===== src/rtl/tss_consts.vh =====
`ifndef TSS_CONSTS_VH
`define TSS_CONSTS_VH
// temperature code width and quarter-degree coding
`define TSS_CODE_W 12
`define TSS_CODE_ZERO 12'h000
// periodic temperature slot when voltage path is quiet
`define TSS_TEMP_PERIOD_US 5000
`define TSS_TEMP_PERIOD_CYC (`TSS_TEMP_PERIOD_US * 100)
// autocycle wake interval
`define TSS_AUTO_PERIOD_US 50
`define TSS_AUTO_PERIOD_CYC (`TSS_AUTO_PERIOD_US * 100)
// reset pulse longest width; longer means full power-down
`define TSS_RST_MAX_NS 100
`define TSS_RST_MAX_CYC (`TSS_RST_MAX_NS / 10)
// reference buffer settle time
`define TSS_REF_SETTLE_US 5500
`define TSS_REF_SETTLE_CYC (`TSS_REF_SETTLE_US * 100)
// averaging weights: new = prev - prev/8 + cur/8
`define TSS_AVG_SHIFT 3
`define TSS_CMD_TSENSE_BIT 7
`endif


===== src/rtl/tss_sched_avg.v =====
// Function
// voltage results straight binary, temperature twos complement
// integration done requests temperature conversion automatically
// command mode: finish voltage conversion, then temperature
// idle voltage path: temperature every 5 ms
// autocycle: slot temperature in sequence, immediate if idle
// latest temperature result always readable
// temperature conversions only while sensor enabled
// average = 7/8 previous plus 1/8 new
// first result after enable is actual value
// temperature stored 12-bit, quarter degree steps
// codes: -40 F60, 0 000, +125 1F4
// internal reference default, external when selected
// host waits 5.5 ms for reference buffer
// short low reset pulse clears all registers
// reset held beyond 100 ns gives power-down
// host keeps reset pin at stable level
// autocycle converts every 50 us
// host writes command as two bytes, MSB first
// average seeded from first result after enable
`timescale 1ns/1ps
`include "tss_consts.vh"
module tss_sched_avg #(
   parameter TEMP_PERIOD_CYC = `TSS_TEMP_PERIOD_CYC,
   parameter AUTO_PERIOD_CYC = `TSS_AUTO_PERIOD_CYC,
   parameter REF_SETTLE_CYC = `TSS_REF_SETTLE_CYC
) (
   input wire clk,
   input wire reset_n,
   input wire powerdown_reset_n,
   input wire tsense_enable,
   input wire external_reference_select,
   input wire autocycle_mode,
   input wire volt_conv_req,
   input wire [11:0] volt_raw,
   input wire integ_done,
   input wire conv_done,
   input wire [11:0] conv_raw,
   output reg conv_start,
   output reg conv_is_temp,
   output reg [11:0] volt_result,
   output reg [11:0] temperature_result,
   output reg [11:0] temperature_running_average,
   output reg temp_valid,
   output reg use_external_ref,
   output reg ref_ready,
   output reg full_powerdown,
   output reg converter_awake
);
   localparam S_IDLE = 3'b001;
   localparam S_VOLT = 3'b010;
   localparam S_TEMP = 3'b100;
   localparam TW = 20;
   localparam RW = 4;
   localparam integer RST_MAX_I = `TSS_RST_MAX_CYC;
   localparam [TW-1:0] TEMP_P = TEMP_PERIOD_CYC[TW-1:0];
   localparam [TW-1:0] AUTO_P = AUTO_PERIOD_CYC[TW-1:0];
   localparam [TW-1:0] REF_P = REF_SETTLE_CYC[TW-1:0];
   localparam [RW-1:0] RST_MAX = RST_MAX_I[RW-1:0];

   reg [1:0] pd_sync_reg;
   reg [1:0] en_sync_reg;
   reg [1:0] ext_sync_reg;
   reg [1:0] auto_sync_reg;
   reg [1:0] vreq_sync_reg;
   reg [1:0] integ_sync_reg;
   reg [1:0] done_sync_reg;
   reg integ_prev_reg;
   reg done_prev_reg;
   reg vreq_prev_reg;
   reg [RW-1:0] low_cnt_reg;
   wire soft_rst;
   wire pd_low;
   wire enabled;
   wire integ_rise;
   wire done_rise;
   wire vreq_rise;

   // all async pins go through two stages; first stage read only by second
   always @(posedge clk or negedge reset_n) begin
      if (!reset_n) begin
         pd_sync_reg <= 2'h3;
         en_sync_reg <= 2'h0;
         ext_sync_reg <= 2'h0;
         auto_sync_reg <= 2'h0;
         vreq_sync_reg <= 2'h0;
         integ_sync_reg <= 2'h0;
         done_sync_reg <= 2'h0;
      end else begin
         pd_sync_reg <= {pd_sync_reg[0], powerdown_reset_n};
         en_sync_reg <= {en_sync_reg[0], tsense_enable};
         ext_sync_reg <= {ext_sync_reg[0], external_reference_select};
         auto_sync_reg <= {auto_sync_reg[0], autocycle_mode};
         vreq_sync_reg <= {vreq_sync_reg[0], volt_conv_req};
         integ_sync_reg <= {integ_sync_reg[0], integ_done};
         done_sync_reg <= {done_sync_reg[0], conv_done};
      end
   end

   assign pd_low = ~pd_sync_reg[1];
   // any low pulse clears state; a pulse shorter than a clock may be missed here,
   // so reset_n should be tied to the same pin by the integrator
   assign soft_rst = pd_low;
   assign enabled = en_sync_reg[1];
   assign integ_rise = integ_sync_reg[1] & ~integ_prev_reg;
   assign done_rise = done_sync_reg[1] & ~done_prev_reg;
   assign vreq_rise = vreq_sync_reg[1] & ~vreq_prev_reg;

   // long low level means power-down as well as reset
   always @(posedge clk or negedge reset_n) begin
      if (!reset_n) begin
         low_cnt_reg <= 4'h0;
         full_powerdown <= 1'b0;
      end else if (!pd_low) begin
         low_cnt_reg <= 4'h0;
         full_powerdown <= 1'b0;
      end else begin
         if (low_cnt_reg <= RST_MAX)
            low_cnt_reg <= low_cnt_reg + 4'h1;
         if (low_cnt_reg >= RST_MAX)
            full_powerdown <= 1'b1;
      end
   end

   reg [2:0] state_reg;
   reg [2:0] state_next;
   reg temp_pend_reg;
   reg volt_pend_reg;
   reg first_reg;
   reg [TW-1:0] tper_reg;
   reg [TW-1:0] aper_reg;
   reg [TW-1:0] ref_cnt_reg;
   reg start_temp;
   reg start_volt;
   wire [14:0] avg_ext;
   wire [14:0] cur_ext;
   wire [14:0] avg_sum;
   wire tper_hit;
   wire aper_hit;

   // work in 15 bits so the signed 7/8 + 1/8 blend cannot overflow
   assign avg_ext = {{3{temperature_running_average[11]}}, temperature_running_average};
   assign cur_ext = {{3{conv_raw[11]}}, conv_raw};
   assign avg_sum = avg_ext - (avg_ext >>> `TSS_AVG_SHIFT) + (cur_ext >>> `TSS_AVG_SHIFT);
   assign tper_hit = (tper_reg >= TEMP_P - 20'h00001);
   assign aper_hit = (aper_reg >= AUTO_P - 20'h00001);

   always @* begin
      start_temp = 1'b0;
      start_volt = 1'b0;
      state_next = state_reg;
      case (state_reg)
         S_IDLE: begin
            // temperature goes first whenever both wait, whichever was requested first
            if (temp_pend_reg && enabled) begin
               start_temp = 1'b1;
               state_next = S_TEMP;
            end else if (volt_pend_reg) begin
               start_volt = 1'b1;
               state_next = S_VOLT;
            end
         end
         S_VOLT: begin
            if (done_rise)
               state_next = S_IDLE;
         end
         S_TEMP: begin
            if (done_rise)
               state_next = S_IDLE;
         end
         default: state_next = S_IDLE;
      endcase
   end

   // edge detectors rest low, the idle level of all three inputs
   always @(posedge clk or negedge reset_n) begin
      if (!reset_n) begin
         integ_prev_reg <= 1'b0;
         done_prev_reg <= 1'b0;
         vreq_prev_reg <= 1'b0;
      end else if (soft_rst) begin
         integ_prev_reg <= 1'b0;
         done_prev_reg <= 1'b0;
         vreq_prev_reg <= 1'b0;
      end else begin
         integ_prev_reg <= integ_sync_reg[1];
         done_prev_reg <= done_sync_reg[1];
         vreq_prev_reg <= vreq_sync_reg[1];
      end
   end

   // reference select and buffer settle; an external reference is ready at once
   always @(posedge clk or negedge reset_n) begin
      if (!reset_n) begin
         use_external_ref <= 1'b0;
         ref_cnt_reg <= 20'h00000;
         ref_ready <= 1'b0;
      end else if (soft_rst) begin
         use_external_ref <= 1'b0;
         ref_cnt_reg <= 20'h00000;
         ref_ready <= 1'b0;
      end else begin
         use_external_ref <= ext_sync_reg[1];
         // settle count restarts whenever the internal reference comes back
         if (ext_sync_reg[1]) begin
            ref_cnt_reg <= 20'h00000;
            ref_ready <= 1'b1;
         end else if (ref_cnt_reg < REF_P) begin
            ref_cnt_reg <= ref_cnt_reg + 20'h00001;
            ref_ready <= 1'b0;
         end else
            ref_ready <= 1'b1;
      end
   end

   // interval timers for the periodic temperature slot and autocycle wake-ups
   always @(posedge clk or negedge reset_n) begin
      if (!reset_n) begin
         tper_reg <= 20'h00000;
         aper_reg <= 20'h00000;
      end else if (soft_rst) begin
         tper_reg <= 20'h00000;
         aper_reg <= 20'h00000;
      end else begin
         // the slot only counts while the voltage path is quiet
         if (state_reg == S_VOLT || volt_pend_reg || !enabled || tper_hit)
            tper_reg <= 20'h00000;
         else
            tper_reg <= tper_reg + 20'h00001;
         // wake-ups run free in autocycle, even through a long conversion
         if (!auto_sync_reg[1] || aper_hit)
            aper_reg <= 20'h00000;
         else
            aper_reg <= aper_reg + 20'h00001;
      end
   end

   // one conversion at a time; a request that comes while busy stays pending
   always @(posedge clk or negedge reset_n) begin
      if (!reset_n) begin
         state_reg <= S_IDLE;
         temp_pend_reg <= 1'b0;
         volt_pend_reg <= 1'b0;
         conv_start <= 1'b0;
         conv_is_temp <= 1'b0;
         converter_awake <= 1'b0;
      end else if (soft_rst) begin
         state_reg <= S_IDLE;
         temp_pend_reg <= 1'b0;
         volt_pend_reg <= 1'b0;
         conv_start <= 1'b0;
         conv_is_temp <= 1'b0;
         converter_awake <= 1'b0;
      end else begin
         state_reg <= state_next;
         conv_start <= start_temp | start_volt;
         if (start_temp | start_volt)
            conv_is_temp <= start_temp;
         converter_awake <= (state_next != S_IDLE);
         // pending set wins over the clear from a start in the same cycle
         if (enabled && (integ_rise || tper_hit))
            temp_pend_reg <= 1'b1;
         else if (start_temp || !enabled)
            temp_pend_reg <= 1'b0;
         if ((!auto_sync_reg[1] && vreq_rise) || (auto_sync_reg[1] && aper_hit))
            volt_pend_reg <= 1'b1;
         else if (start_volt)
            volt_pend_reg <= 1'b0;
      end
   end

   // results stand until the next conversion of their kind ends
   always @(posedge clk or negedge reset_n) begin
      if (!reset_n) begin
         first_reg <= 1'b1;
         volt_result <= 12'h000;
         temperature_result <= `TSS_CODE_ZERO;
         temperature_running_average <= `TSS_CODE_ZERO;
         temp_valid <= 1'b0;
      end else if (soft_rst) begin
         first_reg <= 1'b1;
         volt_result <= 12'h000;
         temperature_result <= `TSS_CODE_ZERO;
         temperature_running_average <= `TSS_CODE_ZERO;
         temp_valid <= 1'b0;
      end else begin
         if (!enabled) begin
            first_reg <= 1'b1;
            temp_valid <= 1'b0;
         end
         if (done_rise && state_reg == S_VOLT)
            volt_result <= volt_raw;
         // a temperature result that ends after disable is dropped, not averaged
         if (done_rise && state_reg == S_TEMP && enabled) begin
            temperature_result <= conv_raw;
            temp_valid <= 1'b1;
            first_reg <= 1'b0;
            if (first_reg)
               temperature_running_average <= conv_raw;
            else
               temperature_running_average <= avg_sum[11:0];
         end
      end
   end
endmodule


===== config.mk =====
export PLATFORM = sky130hd
export DESIGN_NAME = tss_sched_avg
export DESIGN_NICKNAME = d
export VERILOG_FILES = /design/src/rtl/tss_sched_avg.v
export VERILOG_INCLUDE_DIRS = /design/src /design/src/rtl
export SDC_FILE = /design/constraint.sdc
export NUM_CORES = 1
export LEC_CHECK = 0
export BUFFER_PORTS_ARGS = -buffer_cell sky130_fd_sc_hd__buf_2
export CAP_MARGIN = 20
export CORE_UTILIZATION = 63
export CTS_CLUSTER_DIAMETER = 200
export DETAILED_ROUTE_END_ITERATION = 12
export PLACE_DENSITY = 0.9
export RECOVER_POWER = 50
export REMOVE_ABC_BUFFERS = 1
export SLEW_MARGIN = 30
export SYNTH_ARGS = -nofsm -noshare
export SYNTH_HDL_FRONTEND = slang
export SYNTH_SLANG_ARGS = --single-unit

===== constraint.sdc =====
create_clock -name clk -period 7.5 [get_ports clk]
set_clock_uncertainty 0.2 [all_clocks]
set_input_delay 1.125 -clock clk [delete_from_list [all_inputs] [get_ports clk]]
set_output_delay 1.125 -clock clk [all_outputs]
set_load 0.02 [all_outputs]

== After elaboration in Yosys (flattened, before gate mapping) ==
Index checks and enable logic that the tools add are counted.

* Flip-flop bits (word level): 130
* Latch bits: 0
* Memory bits (writable): 0
* Bits in read-only memories: 0
* Bits of input ports: 33
* Output and inout bits: 43
* Word-level logic and storage cells: 127
* Memories: 0

* Add/sub/neg operators: 6
* Multiply operators: 0
* Divide/modulo/power cells: 0
* Magnitude comparators: 5
* Eq/ne operators: 11
* Shifts and indexed selects: 0
* Multiplexer cells: 51
* Bitwise logic cells: 7
* Reduce and logical (&&, ||, !) cells: 19

{| class="wikitable"
|+ Operators by type and width
! cell !! count
|-
| two-way mux 20 bit || 7
|-
| two-way mux 12 bit || 7
|-
| adder 20 x 1 -> 20 bit, second input constant || 3
|-
| two-way mux 1 bit || 30
|-
| >= comparator 20 x 13 -> 1 bit, second input constant || 1
|-
| >= comparator 20 x 19 -> 1 bit, second input constant || 1
|-
| < comparator 20 bit, second input constant || 1
|-
| adder 12 x 9 -> 12 bit || 1
|-
| two-way mux 3 bit || 4
|-
| inequality test 3 x 1 -> 1 bit, second input constant || 4
|-
| subtractor 12 x 9 -> 12 bit || 1
|-
| two-way mux 4 bit || 2
|-
| logical AND 1 bit || 7
|-
| logical OR 1 bit || 7
|-
| inequality test 2 x 1 -> 1 bit, second input constant || 3
|-
| one-hot mux 3 bit (2 select lines) || 1
|-
| adder 4 x 1 -> 4 bit, second input constant || 1
|-
| >= comparator 4 bit, second input constant || 1
|-
| <= comparator 4 bit, second input constant || 1
|-
| nonzero test 2 bit || 2
|-
| AND 1 bit || 3
|-
| == test 3 x 1 -> 1 bit, second input constant || 1
|-
| == test 3 x 2 -> 1 bit, second input constant || 1
|-
| == test 3 bit, second input constant || 1
|-
| other kinds (5) || 8
|}

== Depth between registers and ports, before layout ==
* Depth in word-level cells: 7
* Mapped depth: 10
* Mapped depth without buffers: 10

== Worst setup path after synthesis ==
Ideal clock, no wire load.

* Path kind: in2reg
* From: input port conv_raw[4]
* To: register temperature_running_average[10]
* Library setup time: 0.122 ns
* Data arrival time: 3.127 ns
* Data required time: 7.178 ns
* Setup slack: 4.051 ns
* Stages: 9
* Path buffers: 0
* Cell sequence: inv_1 > fa_1 > inv_1 > fa_1 > a21o_1 > a211o_1 > a31oi_1 > mux2i_1 > nand2_1

* Word-level cells in the longest chain between the ends: 4

{| class="wikitable"
|+ Ends and longest elaborated chain
! element !! line !! text
|-
| start: declaration || tss_sched_avg.v:38 || <nowiki>input wire [11:0] conv_raw,</nowiki>
|-
| adder 12 x 9 -> 12 bit || tss_sched_avg.v:144 || <nowiki>assign avg_sum = avg_ext - (avg_ext >>> `TSS_AVG_SHIFT) + (cur_ext >>> `TSS_AVG_SHIFT);</nowiki>
|-
| two-way mux 12 bit || tss_sched_avg.v:298 || <nowiki>if (first_reg)</nowiki>
|-
| two-way mux 12 bit || tss_sched_avg.v:294 || <nowiki>if (done_rise && state_reg == S_TEMP && enabled) begin</nowiki>
|-
| two-way mux 12 bit || tss_sched_avg.v:280 || <nowiki>end else if (soft_rst) begin</nowiki>
|-
| end signal: assignment || tss_sched_avg.v:284 || <nowiki>temperature_running_average <= `TSS_CODE_ZERO;</nowiki>
|-
| end signal: assignment || tss_sched_avg.v:299 || <nowiki>temperature_running_average <= conv_raw;</nowiki>
|-
| end signal: assignment || tss_sched_avg.v:301 || <nowiki>temperature_running_average <= avg_sum[11:0];</nowiki>
|-
| end: declaration || tss_sched_avg.v:43 || <nowiki>output reg [11:0] temperature_running_average,</nowiki>
|}

Every way passes these cells. The select of a mux whose other input is x is not followed.
A chain may end at the register's enable or synchronous reset.

==> impl_metrics.csv <==
group,metric,value,unit
die,die_y,103,um
logic_synthesis,synth-edff-count,0,
placement,gp_congestion,0.889,
logic_synthesis,synth_flop_cell,"dfrtp_1",
sta,fin_crit_sh,48.4,%
outcome,status,"complete, but fails checks",
logic_synthesis,ys_seq_area_share,50.4,%
die,rows,36,
sta,fin_crit,3.63,ns
worst_setup_path,end_kind,"async pin",
power,power_density,223,mW/mm^2
sta,slew_headroom,-108,%
finish,final_nets,781,
sta,tns,0,ns
flow_run,cap_violations,1,
placement,dp_hpwl,9290,um
finish,fillers,603,
die,die_area,0.0107,sq mm
sta,worstMarginPinSlew,3.13,ns
clocking,clockRootBuffer,"clkbuf_8",
power,ir_drop,177,uV
logic_synthesis,synth_seq_cells,130,
clocking,cts.sinks,130,
global_route,grt_pass1_vias,5045,
global_route,grt_pass1_wl,23600,um
sta,whs,0.151,ns
clocking,cts_tree,"built",
logic_synthesis,ys_warn_count,0,
clocking,postCtsHoldBufs,0,
sta,setup_violations,0,
worst_setup_path,cp_top_family,"buffers and inverters",
finish,layout-drive-gt1-share,15.7,%
finish,post-route-util,76.6,%
clocking,clk_latency,0.54,ns
finish,mostFrequentLayoutCells,"126 x dfrtp_1, 74 x buf_2, 54 x inv_1",
die,design.core.area,0.00986,sq mm
sta,final-hold-violation-count,0,
worst_setup_path,worstPathCellList,"clkbuf_1 -> buf_6",
clocking,cts_buffers,17,
logic_synthesis,synthesis.area,0.00646,sq mm
routing,num_vias,5218,
worst_setup_path,crit_buf_inv,2,
clocking,cts_resized,0,
finish,regArea,0.00326,sq mm
routing,totalWireLength,14600,um
clocking,clkSlewWorstSetupHoldPaths,0.06,ns
routing,wl_per_cell,16.9,um
routing,drc,0,
sta,slew_violations,59,
sta,rsz0062_at_grt,"false",
routing,vias_per_cell,6.04,
finish,antenna_cells,0,
global_route,gr-total-overflow,0,
routing,dr.pass1.iters,5,
sta,fmax,275,MHz
finish,areaGrowthSynthToFinish,16.9,%
die,chipWidth,103,um
placement,port-buffer-count,75,
worst_setup_path,arrival,4.05,ns
die,ioPinCount,76,
logic_synthesis,synth_cell_types,57,
global_route,grt_use_total,29.4,%
worst_setup_path,crit_type,"in2async",
worst_setup_path,crit_slowest_cell,"clkbuf_1",
worst_hold_path,hold_path_class,"reg2reg",
global_route,grt_max_degree,74,
finish,final_common_cell,"dfrtp_1",
die,initial_utilization,65.5,%
finish,final_area,0.00755,sq mm
routing,first_iter_violations,297,
power,p_leak,3.53,nW
logic_synthesis,syn_area_per_cell,10.1,sq um
worst_setup_path,cpPeakStageDelay,2.18,ns
logic_synthesis,synth_cells,637,
clocking,post_cts_buffers,0,
global_route,antenna_found_initial,0,
worst_setup_path,path_max_fanout,73,
outcome,violations,"max-capacitance violations, max-slew violations",
worst_setup_path,critPathLaunchType,"primary input",
clocking,clock_tree.buffer_depth,2,
finish,multi_input_area,0.00292,sq mm
logic_synthesis,async_flop_share,100,%
clocking,htree_levels,4,
placement,placed_area,0.00697,sq mm
worst_setup_path,required,7.91,ns
routing,drtAntennaViolNets,0,
-- metrics by stage --
step	total power, mW	std cells	worst slack (ns)
floorplan	0.808	620	4.05
global placement	0.849	833	3.87
detailed placement	0.856	833	3.81
CTS	1.69	864	4.31
global route	1.74	864	3.28
finish	1.69	864	3.87
-- power breakdown --
| part | switching (mW) | internal (mW) |
|---|---|---|
| logic | 0.0721 | 0.0438 |
| clock network | 0.328 | 0.512 |
| registers | 0.0139 | 0.717 |
| total | 0.414 | 1.27 |
-- logic make-up (layout without fill, tap and decap cells) --
group,Yosys count,after routing,share of synthesized area [%]
xor+xnor,37,37,5.01
fa+ha+maj,29,29,6.89
mux,7,7,1.12
buf+inv,78,165,4.76
flops,130,130,50.4
other cells,1,8,0.0580
compound gates,137,137,14.5
simple gates,218,218,17.2
-- final timing paths --
check | startpoint | end | slack, ns | depth (start not counted)
max | reset_n | tper_reg[2]$_DFF_PN0_ | 3.87 | 2
min in group asynchronous | reset_n | ref_cnt_reg[10]$_DFFE_PN0P_ | 1.42 | 1
min reg2reg | auto_sync_reg[0]$_DFF_PN0_ | auto_sync_reg[1]$_DFF_PN0_ | 0.15 | 0
min | auto_sync_reg[0]$_DFF_PN0_ | auto_sync_reg[1]$_DFF_PN0_ | 0.15 | 0
max in group clk | pd_sync_reg[1]$_DFF_PN1_ | temperature_running_average[8]$_DFFE_PN0P_ | 4.01 | 4
max reg2reg | pd_sync_reg[1]$_DFF_PN1_ | temperature_running_average[8]$_DFFE_PN0P_ | 4.01 | 4
-- Yosys cell counts (all sizes together) (3+ instances only) --
cell type	count	area (sq um)
nand3	38	190
nand4	9	56.3
or3	4	25.0
inv	54	203
buf	7	41.3
nor4	4	25.0
a22o	17	149
ha	18	225
a31oi	6	37.5
nor2	50	188
o31ai	15	113
dfstp	4	105
nand2	50	188
a21o	5	37.5
o21a	3	23.8
nand2b	3	18.8
a21boi	16	120
dfrtp	126	3150
nor3	6	30.0
nor2b	6	37.5
o2bb2ai	4	35.0
and3	10	62.6
clkbuf	17	63.8
fa	11	220
xor2	26	228
xnor2	11	96.3
a21oi	33	165
or4	16	120
and4	4	35.0
and2	4	25.0
o21ai	19	95.1
nor3b	9	67.6
mux2i	5	50.1
-- routing by layer --
layer	part of all wire (%)	GRT usage (%)	routed length (um)
met1	40	35.8	5910
met2	52	50.4	7580
met3	5.0	5.85	729
met4	2.7	14.3	392
met5	0	0	0
-- layout make-up --
cell class                 count  area share [%]
sequential                   130            43.1
multi-input combinational    436            38.7
clock buffer                  18            5.53
timing repair buffer          80            5.45
inverter                      54            2.68
clock inverter                13            2.32
tap                          133            2.20
Power figures use the tool's default switching activity.
